<file path="src/shared/ccw_pkg.sv">
// Package for the card-change interrupt config and window enable block.
// Assumes byte-wide socket register port and 100 MHz bus clock.
package ccw_pkg;

    localparam int         CCW_ADDR_W       = 12;
    localparam int         CCW_DATA_W       = 8;
    localparam int         CCW_NUM_SRC      = 4;
    localparam int         CCW_NUM_IRQ      = 16;
    localparam int         CCW_NUM_MEMWIN   = 5;
    localparam int         CCW_NUM_IOWIN    = 2;

    // Register offsets in the socket register space
    localparam logic [11:0] CCW_OFF_IRQ_CFG = 12'h805;
    localparam logic [11:0] CCW_OFF_WIN_EN  = 12'h806;

    // Reset values
    localparam logic [7:0] CCW_IRQ_CFG_RST  = 8'h00;
    localparam logic [7:0] CCW_WIN_EN_RST   = 8'h00;
    localparam logic [7:0] CCW_RDATA_NONE   = 8'h00;

    // Field positions of the interrupt config byte
    localparam int         CCW_ROUTE_MSB    = 7;
    localparam int         CCW_ROUTE_LSB    = 4;
    localparam int         CCW_SRC_MSB      = 3;
    localparam int         CCW_SRC_LSB      = 0;
    localparam int         CCW_SRC_DETECT   = 3;
    localparam int         CCW_SRC_READY    = 2;
    localparam int         CCW_SRC_BATLOW   = 1;
    localparam int         CCW_SRC_BATDEAD  = 0;

    // Field positions of the window enable byte
    localparam int         CCW_IOWIN1_BIT   = 7;
    localparam int         CCW_IOWIN0_BIT   = 6;
    localparam int         CCW_WIN_RSVD_BIT = 5;
    localparam int         CCW_MEMWIN_MSB   = 4;
    localparam logic [7:0] CCW_WIN_WR_MASK  = 8'hDF;

    // Routing codes
    localparam logic [3:0] CCW_ROUTE_NONE   = 4'h0;
    localparam logic [3:0] CCW_ROUTE_SMI    = 4'h2;

    // Card side pins, already in bus clock domain after sync
    typedef struct packed {
        logic cd1_n;
        logic cd2_n;
        logic ready;
        logic bat_warn;
        logic card_change;
    } ccw_card_pins_t;

    // Host cycle aimed at a card window
    typedef struct packed {
        logic       valid;
        logic       is_io;
        logic [2:0] win;
    } ccw_cycle_t;

    // Routed interrupt destinations
    typedef struct packed {
        logic        pci;
        logic        smi;
        logic [15:0] irq;
    } ccw_irq_dest_t;

endpackage : ccw_pkg

</file>
<file path="src/ccw_sync.sv">
// Two flip-flop synchroniser for a bundle of pin levels.
// Assumes each bit is an independent level; no bus coherency.
`timescale 1ns/1ps
module ccw_sync #(
    parameter int W = 1
) (
    // Clock and reset
    input  wire logic         clk_in,
    input  wire logic         srst_in,
    input  wire logic [W-1:0] rst_val_in,
    // Data
    input  wire logic [W-1:0] d_in,
    output logic      [W-1:0] q_out
);
    logic [W-1:0] meta;

    // First stage read only by the second stage
    always_ff @(posedge clk_in)
    begin
        if (srst_in)
        begin
            meta  <= rst_val_in;
            q_out <= rst_val_in;
        end
        else
        begin
            meta  <= d_in;
            q_out <= meta;
        end
    end

endmodule : ccw_sync

</file>
<file path="src/ccw_flags.sv">
// Status-change flags: detect card events, gate by source enables.
// Assumes synced pins and a one-cycle clear pulse per flag.
`timescale 1ns/1ps
module ccw_flags
    import ccw_pkg::*;
(
    // Clock and reset
    input  wire logic                   clk_in,
    input  wire logic                   srst_in,
    // Card pins, synchronised
    input  wire ccw_pkg::ccw_card_pins_t pins_in,
    // Enables and software clears
    input  wire logic [3:0]             src_en_in,
    input  wire logic [3:0]             clear_in,
    // Flags
    output logic      [3:0]             flags_out
);
    ccw_card_pins_t prev;
    logic [3:0]     event_hit;
    logic [3:0]     next_flags;

    assign event_hit[CCW_SRC_DETECT]  = (pins_in.cd1_n != prev.cd1_n)
                                      | (pins_in.cd2_n != prev.cd2_n);
    assign event_hit[CCW_SRC_READY]   = pins_in.ready & ~prev.ready;
    assign event_hit[CCW_SRC_BATLOW]  = pins_in.bat_warn;
    assign event_hit[CCW_SRC_BATDEAD] = pins_in.card_change;

    // Set beats clear; disabled source forces zero
    assign next_flags = src_en_in
                      & ((flags_out & ~clear_in) | event_hit);

    always_ff @(posedge clk_in)
    begin
        if (srst_in)
        begin
            // Track pins in reset so release shows no false edge
            prev      <= pins_in;
            flags_out <= '0;
        end
        else
        begin
            prev      <= pins_in;
            flags_out <= next_flags;
        end
    end

endmodule : ccw_flags

</file>
<file path="src/ccw_top.sv">
// Card-change interrupt config and window enable registers.
// Assumes socket register strobes on clk_in, window hit from a decoder.
`timescale 1ns/1ps
module ccw_top
    import ccw_pkg::*;
(
    // Clock and global reset
    input  wire logic                   clk_in,
    input  wire logic                   srst_in,
    // Bus reset pin and power event enable
    input  wire logic                   bus_reset_pin_n_in,
    input  wire logic                   pme_enable_in,
    // Socket register port
    input  wire logic [ccw_pkg::CCW_ADDR_W-1:0] reg_addr_in,
    input  wire logic                   reg_wr_in,
    input  wire logic                   reg_rd_in,
    input  wire logic [ccw_pkg::CCW_DATA_W-1:0] reg_wdata_in,
    output logic      [ccw_pkg::CCW_DATA_W-1:0] reg_rdata_out,
    // Routing controls from neighbouring registers
    input  wire logic                   diag_route_ctrl_in,
    input  wire logic                   change_irq_pci_route_in,
    // Card pins
    input  wire ccw_pkg::ccw_card_pins_t card_pins_in,
    // Status-change flags, cleared by the status register logic
    input  wire logic [3:0]             flag_clear_in,
    output logic      [3:0]             card_status_change_out,
    // Interrupt destinations
    output ccw_pkg::ccw_irq_dest_t      irq_dest_out,
    // Host cycles to card windows
    input  wire ccw_pkg::ccw_cycle_t    cycle_in,
    output logic                        cycle_ack_out
);
    // Config byte fields and window enable byte
    logic [3:0]     change_irq_route_select;
    logic [3:0]     src_en;
    logic [7:0]     window_enable;

    // Pin synchronisation
    ccw_card_pins_t pins_sync;
    logic           bus_rst_n_sync;
    logic           bus_rst;

    // Decode
    logic           sel_cfg;
    logic           sel_win;
    logic           wr_cfg;
    logic           wr_win;
    logic           mask_clear;
    logic           route_clear;
    logic [3:0]     route_rst;
    logic [3:0]     route_wr;
    logic [7:0]     cfg_byte;
    logic [7:0]     next_rdata;
    logic           any_flag;
    ccw_irq_dest_t  next_dest;
    logic [7:0]     win_hit_en;
    logic           next_ack;
    logic [4:0]     mem_en;
    logic [1:0]     io_en;

    // Empty socket levels; avoids a false detect edge after reset
    localparam ccw_card_pins_t PINS_IDLE = '{cd1_n: 1'b1, cd2_n: 1'b1,
                                            default: 1'b0};

    ccw_sync #(
        .W          ($bits(ccw_card_pins_t))
    ) u_pin_sync (
        .clk_in     (clk_in),
        .srst_in    (srst_in),
        .rst_val_in (PINS_IDLE),
        .d_in       (card_pins_in),
        .q_out      (pins_sync)
    );

    // Bus reset pin is asynchronous to the bus clock
    ccw_sync #(
        .W          (1)
    ) u_rst_sync (
        .clk_in     (clk_in),
        .srst_in    (srst_in),
        .rst_val_in (1'b0), // Released: first access after reset lands
        .d_in       (~bus_reset_pin_n_in),
        .q_out      (bus_rst)
    );
    assign bus_rst_n_sync = ~bus_rst;

    assign sel_cfg = (reg_addr_in == CCW_OFF_IRQ_CFG);
    assign sel_win = (reg_addr_in == CCW_OFF_WIN_EN);
    assign wr_cfg  = reg_wr_in & sel_cfg;
    assign wr_win  = reg_wr_in & sel_win;

    // Source enables survive the bus reset while power events are enabled
    assign mask_clear  = srst_in
                       | (~bus_rst_n_sync & ~pme_enable_in);
    assign route_clear = srst_in | ~bus_rst_n_sync;
    assign route_rst   = CCW_IRQ_CFG_RST[CCW_ROUTE_MSB:CCW_ROUTE_LSB];
    assign route_wr    = reg_wdata_in[CCW_ROUTE_MSB:CCW_ROUTE_LSB];

    always_ff @(posedge clk_in)
    begin
        if (route_clear)
            change_irq_route_select <= route_rst;
        else if (wr_cfg)
            change_irq_route_select <= route_wr;
    end

    always_ff @(posedge clk_in)
    begin
        if (mask_clear)
            src_en <= CCW_IRQ_CFG_RST[CCW_SRC_MSB:CCW_SRC_LSB];
        else if (wr_cfg)
            src_en <= reg_wdata_in[CCW_SRC_MSB:CCW_SRC_LSB];
    end

    always_ff @(posedge clk_in)
    begin
        if (route_clear)
            window_enable <= CCW_WIN_EN_RST;
        else if (wr_win)
            window_enable <= reg_wdata_in & CCW_WIN_WR_MASK;
    end

    assign cfg_byte   = {change_irq_route_select, src_en};
    assign next_rdata = sel_cfg ? cfg_byte
                      : sel_win ? window_enable
                      : CCW_RDATA_NONE;

    always_ff @(posedge clk_in)
    begin
        if (srst_in)
            reg_rdata_out <= CCW_RDATA_NONE;
        else if (reg_rd_in)
            reg_rdata_out <= next_rdata;
    end

    // Each bit gates its own source
    ccw_flags u_flags (
        .clk_in     (clk_in),
        .srst_in    (srst_in),
        .pins_in    (pins_sync),
        .src_en_in  (src_en),
        .clear_in   (flag_clear_in),
        .flags_out  (card_status_change_out)
    );

    assign any_flag = |card_status_change_out;

    // Routing; unlisted codes fall through to the IRQ of the same number
    always_comb
    begin
        next_dest = '0;
        if (change_irq_route_select == CCW_ROUTE_NONE)
            next_dest.pci = any_flag
                & (diag_route_ctrl_in | change_irq_pci_route_in);
        else if (change_irq_route_select == CCW_ROUTE_SMI)
            next_dest.smi = any_flag;
        else
            next_dest.irq[change_irq_route_select] = any_flag;
    end

    always_ff @(posedge clk_in)
    begin
        if (srst_in)
            irq_dest_out <= '0;
        else
            irq_dest_out <= next_dest;
    end

    // Window hit gating
    assign mem_en = window_enable[CCW_MEMWIN_MSB:0];
    assign io_en  = {window_enable[CCW_IOWIN1_BIT],
                     window_enable[CCW_IOWIN0_BIT]};

    generate
        for (genvar i = 0; i < $bits(win_hit_en); i++)
        begin : g_win
            if (i < CCW_NUM_MEMWIN)
                assign win_hit_en[i] = cycle_in.is_io ? (i < CCW_NUM_IOWIN
                                       ? io_en[i % CCW_NUM_IOWIN] : 1'b0)
                                     : mem_en[i];
            else
                assign win_hit_en[i] = 1'b0;
        end
    endgenerate

    // Out-of-range windows are never acknowledged
    assign next_ack = cycle_in.valid
                    & win_hit_en[cycle_in.win];

    always_ff @(posedge clk_in)
    begin
        if (srst_in)
            cycle_ack_out <= 1'b0;
        else
            cycle_ack_out <= next_ack;
    end
endmodule : ccw_top

</file>
<file path="config.mk">
export PLATFORM = sky130hd
export DESIGN_NAME = ccw_top
export DESIGN_NICKNAME = d
export VERILOG_FILES = /design/src/shared/ccw_pkg.sv /design/src/ccw_sync.sv /design/src/ccw_flags.sv /design/src/ccw_top.sv
export SDC_FILE = /design/constraint.sdc
export NUM_CORES = 1
export LEC_CHECK = 0
export CORE_MARGIN = 2
export CORE_UTILIZATION = 40
export DETAILED_ROUTE_END_ITERATION = 6
export DONT_BUFFER_PORTS = 1
export PLACE_DENSITY = 0.54
export SLEW_MARGIN = 20
export SYNTH_ARGS = -nofsm -noshare
export SYNTH_HDL_FRONTEND = slang
export SYNTH_SLANG_ARGS = --single-unit
</file>
<file path="constraint.sdc">
create_clock -name clk_in -period 2.8 [get_ports clk_in]
set_clock_uncertainty 0.15 [all_clocks]
set_input_delay 0.7 -clock clk_in [delete_from_list [all_inputs] [get_ports clk_in]]
set_output_delay 0.7 -clock clk_in [all_outputs]
set_load 0.005 [all_outputs]
</file>
==> results of run 1 <==
flip-flops by register name, indices dropped and copies added (netlist names):
register / count
window_enable: 7
irq_dest_out: 18
change_irq_route_select: 4
u_rst_sync.meta: 1
src_en: 4
u_flags.prev: 3
reg_rdata_out: 8
u_pin_sync.meta: 5
u_flags.flags_out: 4
u_pin_sync.q_out: 5
u_rst_sync.q_out: 1
cycle_ack_out: 1
synth_stat cells:
cell	number
o22ai_1	1
a21o_1	1
inv_1	7
buf_6	1
nor4_2	2
clkbuf_1	5
or3b_2	1
and3_1	1
dfxtp_1	61
nand3_1	1
nor4_4	1
or3_1	2
or4b_4	1
or4_4	2
nor2b_1	8
nand2_1	3
conb_1	1
nor4_1	2
nand2b_1	6
o21ai_0	1
nor3b_1	3
a221oi_1	7
or2_2	6
xnor2_1	2
a21oi_1	4
a311oi_1	1
nor2_1	40
mux2i_1	17
nand3b_1	4
a31oi_1	1
a211oi_1	1
a22oi_1	1
nor3_1	9
per-layer routing:
layer | vias up | global-route usage, % | wire, µm
li1 | 713 | - | -
met1 | 671 | 18.8 | 1850
met2 | 47 | 24.8 | 2070
met3 | 10 | 5.69 | 332
met4 | 0 | 9.82 | 99
met5 | - | 0 | 0
through the flow:
step / cells / util, % / hold WS, ns / setup slack, ns
floorplan: 205 / - / 0.181 / 0.405
global placement: 271 / 42.8 / 0.190 / 0.389
detailed placement: 271 / 42.8 / 0.199 / 0.332
CTS: 286 / 45.9 / 0.211 / 0.670
global route: 286 / 45.9 / 0.223 / 0.538
finish: 286 / 45.9 / 0.211 / 0.659
final cells by class:
class | instances | area share, %
clock inverter | 2 | 0.427
tap | 70 | 3.73
multi-input combinational | 131 | 35.7
sequential | 61 | 52.1
clock buffer | 13 | 6.35
inverter | 7 | 1.12
timing repair buffer | 2 | 0.640
power by group:
group / internal [mW] / switching [mW] / leakage (nW)
combinational: 0.0208 / 0.0198 / 0.323
clock: 0.338 / 0.296 / 0.0833
sequential: 0.885 / 0.00726 / 0.497
total: 1.24 / 0.323 / 0.903
cells by family after synthesis:
group | count (synthesis)
compound gates | 18
simple gates | 92
mux | 17
xor+xnor | 2
flops | 61
other cells | 1
buf+inv | 13
critical path, delay by kind of cell:
family / cells / cell delay (ns)
compound gates: 1 / 0.21
simple gates: 3 / 1.33
placed cells by master, fill, tap and decap left out:
master / n
dfxtp_1: 61
nor2_1: 40
mux2i_1: 17
clkbuf_8: 10
nor3_1: 9
nor2b_1: 8
inv_1: 7
a221oi_1: 7
or2_2: 6
nand2b_1: 6
nand3b_1: 4
a21oi_1: 4
nand2_1: 3
nor3b_1: 3
clkbuf_1: 3
or4_4: 2
nor4_2: 2
nor4_1: 2
or3_1: 2
xnor2_1: 2
clkinv_2: 2
conb_1: 2
buf_4: 2
or4b_4: 1
a21o_1: 1
nand3_1: 1
or3b_2: 1
o21ai_0: 1
a31oi_1: 1
a211oi_1: 1
o22ai_1: 1
and3_1: 1
a311oi_1: 1
nor4_4: 1
a22oi_1: 1
path summary, 6_finish.rpt:
path | depth (start not counted) | to | start | slack (ns)
max | 4 | reg_rdata_out[6] | reg_addr_in[5] | 0.66
min | 0 | u_flags.prev[2] | u_pin_sync.q_out[2] | 0.21
max reg2reg | 4 | irq_dest_out[1] | u_flags.flags_out[2] | 1.06
min reg2reg | 0 | u_flags.prev[2] | u_pin_sync.q_out[2] | 0.21
==> flow_metrics.tcl, run 1 <==
set metrics [dict create \
    clock_path_buffers 2 \
    ir_drop_mv 0.315 \
    die_width_um 76.6 \
    grt_pass1_wl_mm 7.11 \
    routed_wl_mm 4.35 \
    setup_tns_ns 0 \
    grt_pass1_vias 1457 \
    crit_chain "or4_4 > nor4_2 > a221oi_1 > nor3_1" \
    cts-root-buf "clkbuf_8" \
    place.gp.congestion 0.790 \
    fillers 501 \
    hp-class "flop to flop" \
    die_h_um 76.6 \
    grt_max_degree 32 \
    numPortBuffers 0 \
    synth_top_family_by_area "simple AND/OR/NAND/NOR gates" \
    synth_compound_area_share_pct 6.16 \
    die-area_um2 5870 \
    h-tree-depth 3 \
    dp_hpwl_mm 3.30 \
    start_kind "input port" \
    p_total_mw 1.57 \
    grt_overflow 0 \
    hold_violations 0 \
    cp_max_fo 7 \
    hold_buffers 0 \
    ant_nets 0 \
    synthTopCellsByArea "dfxtp_1 (58%), mux2i_1 (8.1%), nor2_1 (7.1%), a221oi_1 (2.9%), nor2b_1 (2.4%)" \
    slowest_delay_ns 0.58 \
    synthMuxAreaShare_pct 8.06 \
    clock-sinks 61 \
    drtIter0Drc 57 \
    avgSynthCellArea_um2 10.3 \
    ys_seq_area_share_pct 57.9 \
    num_vias 1441 \
    required_ns 2.89 \
    vias_per_cell 5.04 \
    ys_seq_elements 61 \
    rsz0062_at_grt "no" \
    finalMaxSlewViolations 0 \
    tightest_slew_ns 0.812 \
    timing.final.crit_period_ns 2.14 \
    core_um2 5110 \
    critPathArrivalTime_ns 2.23 \
    fin_nets 254 \
    relSlewSlack_pct 45.4 \
    ios 73 \
    path_class "input port to flop" \
    yosys.area.top_type "dfxtp_1" \
    layout-drive-gt1-share_pct 12.5 \
    synth_xor_area_share_pct 0.830 \
    postLayoutCellArea_um2 2350 \
    synth_adder_area_share_pct 0 \
    synth_top_area_share_pct 57.9 \
    grtUsageTotal_pct 16.0 \
    cts_made_buffers 9 \
    std_cell_rows 26 \
    start_util_pct 41.3 \
    clk_pin_slew_ns 0.06 \
    finalSetupViolCount 0 \
    status "finished, final reports clean" \
    cp-end-kind "flop" \
    max-cap-violations 0 \
    seq_area_um2 1220 \
    synth_area_um2 2110 \
    slowest_stage "nor4_2" \
    area_delta_synth_final_pct 11.1 \
    power_per_cell_area_nw_per_um2 668 \
    multiInputGateArea_um2 837 \
    drt-wirelength-per-cell_um 15.2 \
    cts_resized 0 \
    antennaDiodeCount 0 \
    fmax_mhz 467 \
    yosys_warnings 0 \
    syn_inst 204 \
    antenna_found_initial 0 \
    firstDrtPassIters 4 \
    cts_setup_buffers 0 \
    p_leak_nw 0.903 \
    yosys.area_share.simple_pct 24.2 \
    cts_tree "done" \
    fin_crit_sh_pct 76.5 \
    insertion_delay_ns 0.32 \
    ys_types 33 \
    place_area_um2 2190 \
    drcViolationCount 0 \
]
Note: power is estimated with default switching activity, not from simulation.
==> run 2: changes to the inputs <==
==> constraint.sdc (replaced) <==
create_clock -name clk_in -period 2.25 [get_ports clk_in]
set_clock_uncertainty 0.15 [all_clocks]
set_input_delay 0.5625 -clock clk_in [delete_from_list [all_inputs] [get_ports clk_in]]
set_output_delay 0.5625 -clock clk_in [all_outputs]
set_load 0.005 [all_outputs]
==> run 2 against run 1 <==
  * Register-to-register slack got worse by 0.59 ns
  * Worst setup slack got worse by 0.28 ns
  * Final area increased by 1.7%
  * Die area unchanged
  * Non-clock buffer count increased by 2
  * Sequential share of layout area decreased by 0.87 points
  * Flip-flop and latch count unchanged
  * Hold slack got worse by 0.064 ns
  * Count of clock-buffer cells in the layout unchanged
  * Critical path depth unchanged
  * Largest power group unchanged
  * Clock power increased by 39%
  * Global-route usage increased by 0.24 points
==> flow_metrics.tcl, run 2 (synthesis results as in run 1) <==
set metrics [dict create \
    fin_crit_sh_pct 83.2 \
    cp_max_fo 8 \
    drcViolationCount 0 \
    largest_reg_flops 18 \
    ir_drop_mv 0.447 \
    firstDrtPassIters 4 \
    grt_pass1_wl_mm 7.24 \
    layout_commonest_cell "dfxtp_1" \
    ios 73 \
    start_util_pct 41.3 \
    cts_tree "done" \
    h-tree-depth 3 \
    antenna_found_initial 0 \
    start_kind "input port" \
    fin_nets 256 \
    place.gp.congestion 0.804 \
    hp-class "input port to flop" \
    clock-sinks 61 \
    finalSetupViolCount 0 \
    numPortBuffers 0 \
    die-area_um2 5870 \
    path_buf_inv 0 \
    tightest_slew_ns 0.864 \
    required_ns 2.31 \
    rsz0062_at_grt "no" \
    clock_path_buffers 2 \
    setup_tns_ns 0 \
    timing.final.crit_period_ns 1.87 \
    drt-wirelength-per-cell_um 15.4 \
    dp_hpwl_mm 3.33 \
    cts_setup_buffers 0 \
    slowest_delay_ns 0.60 \
    cts_made_buffers 9 \
    finalMaxSlewViolations 0 \
    p_int_mw 1.63 \
    cp-end-kind "flop" \
    insertion_delay_ns 0.32 \
    p_leak_nw 0.926 \
    clkPwrFrac_pct 43.2 \
    mostFrequentLayoutCells "dfxtp_1 (61), nor2_1 (40), mux2i_1 (17)" \
    fmax_mhz 534 \
    hold_violations 0 \
    crit_chain "or4b_4 > or4_4 > mux2i_1 > nor2_1" \
    pwr-share-seq_pct 54.3 \
    routed_wl_mm 4.41 \
    top_regs "irq_dest_out: 18 flops, reg_rdata_out: 8 flops, window_enable: 7 flops" \
    num_vias 1471 \
    antennaDiodeCount 0 \
    core_um2 5110 \
    grtUsageTotal_pct 16.2 \
    hold_buffers 0 \
    drtIter0Drc 75 \
    die_h_um 76.6 \
    switchingPower_mw 0.412 \
    clk_pin_slew_ns 0.06 \
    whs_ns 0.148 \
    relSlewSlack_pct 41.9 \
    critPathArrivalTime_ns 1.94 \
    combPwrFrac_pct 2.5 \
    grt_pass1_vias 1452 \
    top_register "irq_dest_out" \
    grt_overflow 0 \
    holdPathStages 1 \
    cts_resized 0 \
    power_per_cell_area_nw_per_um2 857 \
    area_delta_synth_final_pct 13.0 \
    die_width_um 76.6 \
    std_cell_rows 26 \
    crit_family "simple AND/OR/NAND/NOR gates" \
    max-cap-violations 0 \
    slowest_stage "or4_4" \
    layout-drive-gt1-share_pct 14.3 \
    grt_max_degree 32 \
    r2r_cells 4 \
    ant_nets 0 \
    p_sw_share_pct 20.2 \
    path_class "input port to flop" \
    cp_num_cells 4 \
    status "finished, final reports clean" \
    cts-root-buf "clkbuf_8" \
    vias_per_cell 5.13 \
]
-- run 2: cell count changes in the layout (fill, tap and decap cells not counted), sizes merged --
| cell | before | now |
|---|---|---|
| clkinv | 2 | 1 |
| buf | 2 | 4 |
-- run 2: cell type report --
cell class | count | area (µm²)
multi-input cells | 131 | 837
clock buffers | 13 | 179
flip-flops and latches | 61 | 1220
well taps | 70 | 87.6
clock inverters | 1 | 5.00
inverters | 7 | 26.3
fillers | 502 | 2720
repair buffers | 4 | 30.0
-- run 2: power groups by stage --
stage | logic, mW | clock network, mW | registers, mW
after floorplan | 0.0518 | 0 | 1.13
after global placement | 0.0502 | 0 | 1.13
after detailed placement | 0.0517 | 0 | 1.13
after CTS | 0.0518 | 0.908 | 1.11
after global routing | 0.0589 | 0.959 | 1.11
final | 0.0512 | 0.884 | 1.11
-- run 2: layer usage --
metal,vias up,GRT usage [%],wire length (µm)
met5,-,0,0
met4,0,8.73,86
met3,9,6.16,310
met2,43,25.3,2080
met1,701,19.3,1930
li1,718,-,-
-- run 2: worst paths after layout --
kind / startpoint / endpoint / slack, ns
setup reg to reg: u_flags.flags_out[2] / irq_dest_out[5] / 0.47
hold / removal: bus_reset_pin_n_in / u_rst_sync.meta / 0.15
hold reg to reg: u_pin_sync.q_out[2] / u_flags.prev[2] / 0.20
setup / recovery: reg_addr_in[9] / change_irq_route_select[3] / 0.38
-- run 2: stage by stage --
stage / power, mW / std cells / cell area, µm² / worst slack, ns / utilization (%)
2_1_floorplan: 1.18 / 205 / 2110 / 0.0236 / -
3_3_place_gp: 1.18 / 273 / 2200 / 0.0700 / 43.1
3_5_place_dp: 1.19 / 273 / 2200 / 0.0373 / 43.1
4_1_cts: 2.07 / 287 / 2390 / 0.382 / 46.7
5_1_grt: 2.13 / 287 / 2390 / 0.301 / 46.7
6_report: 2.05 / 287 / 2390 / 0.377 / 46.7
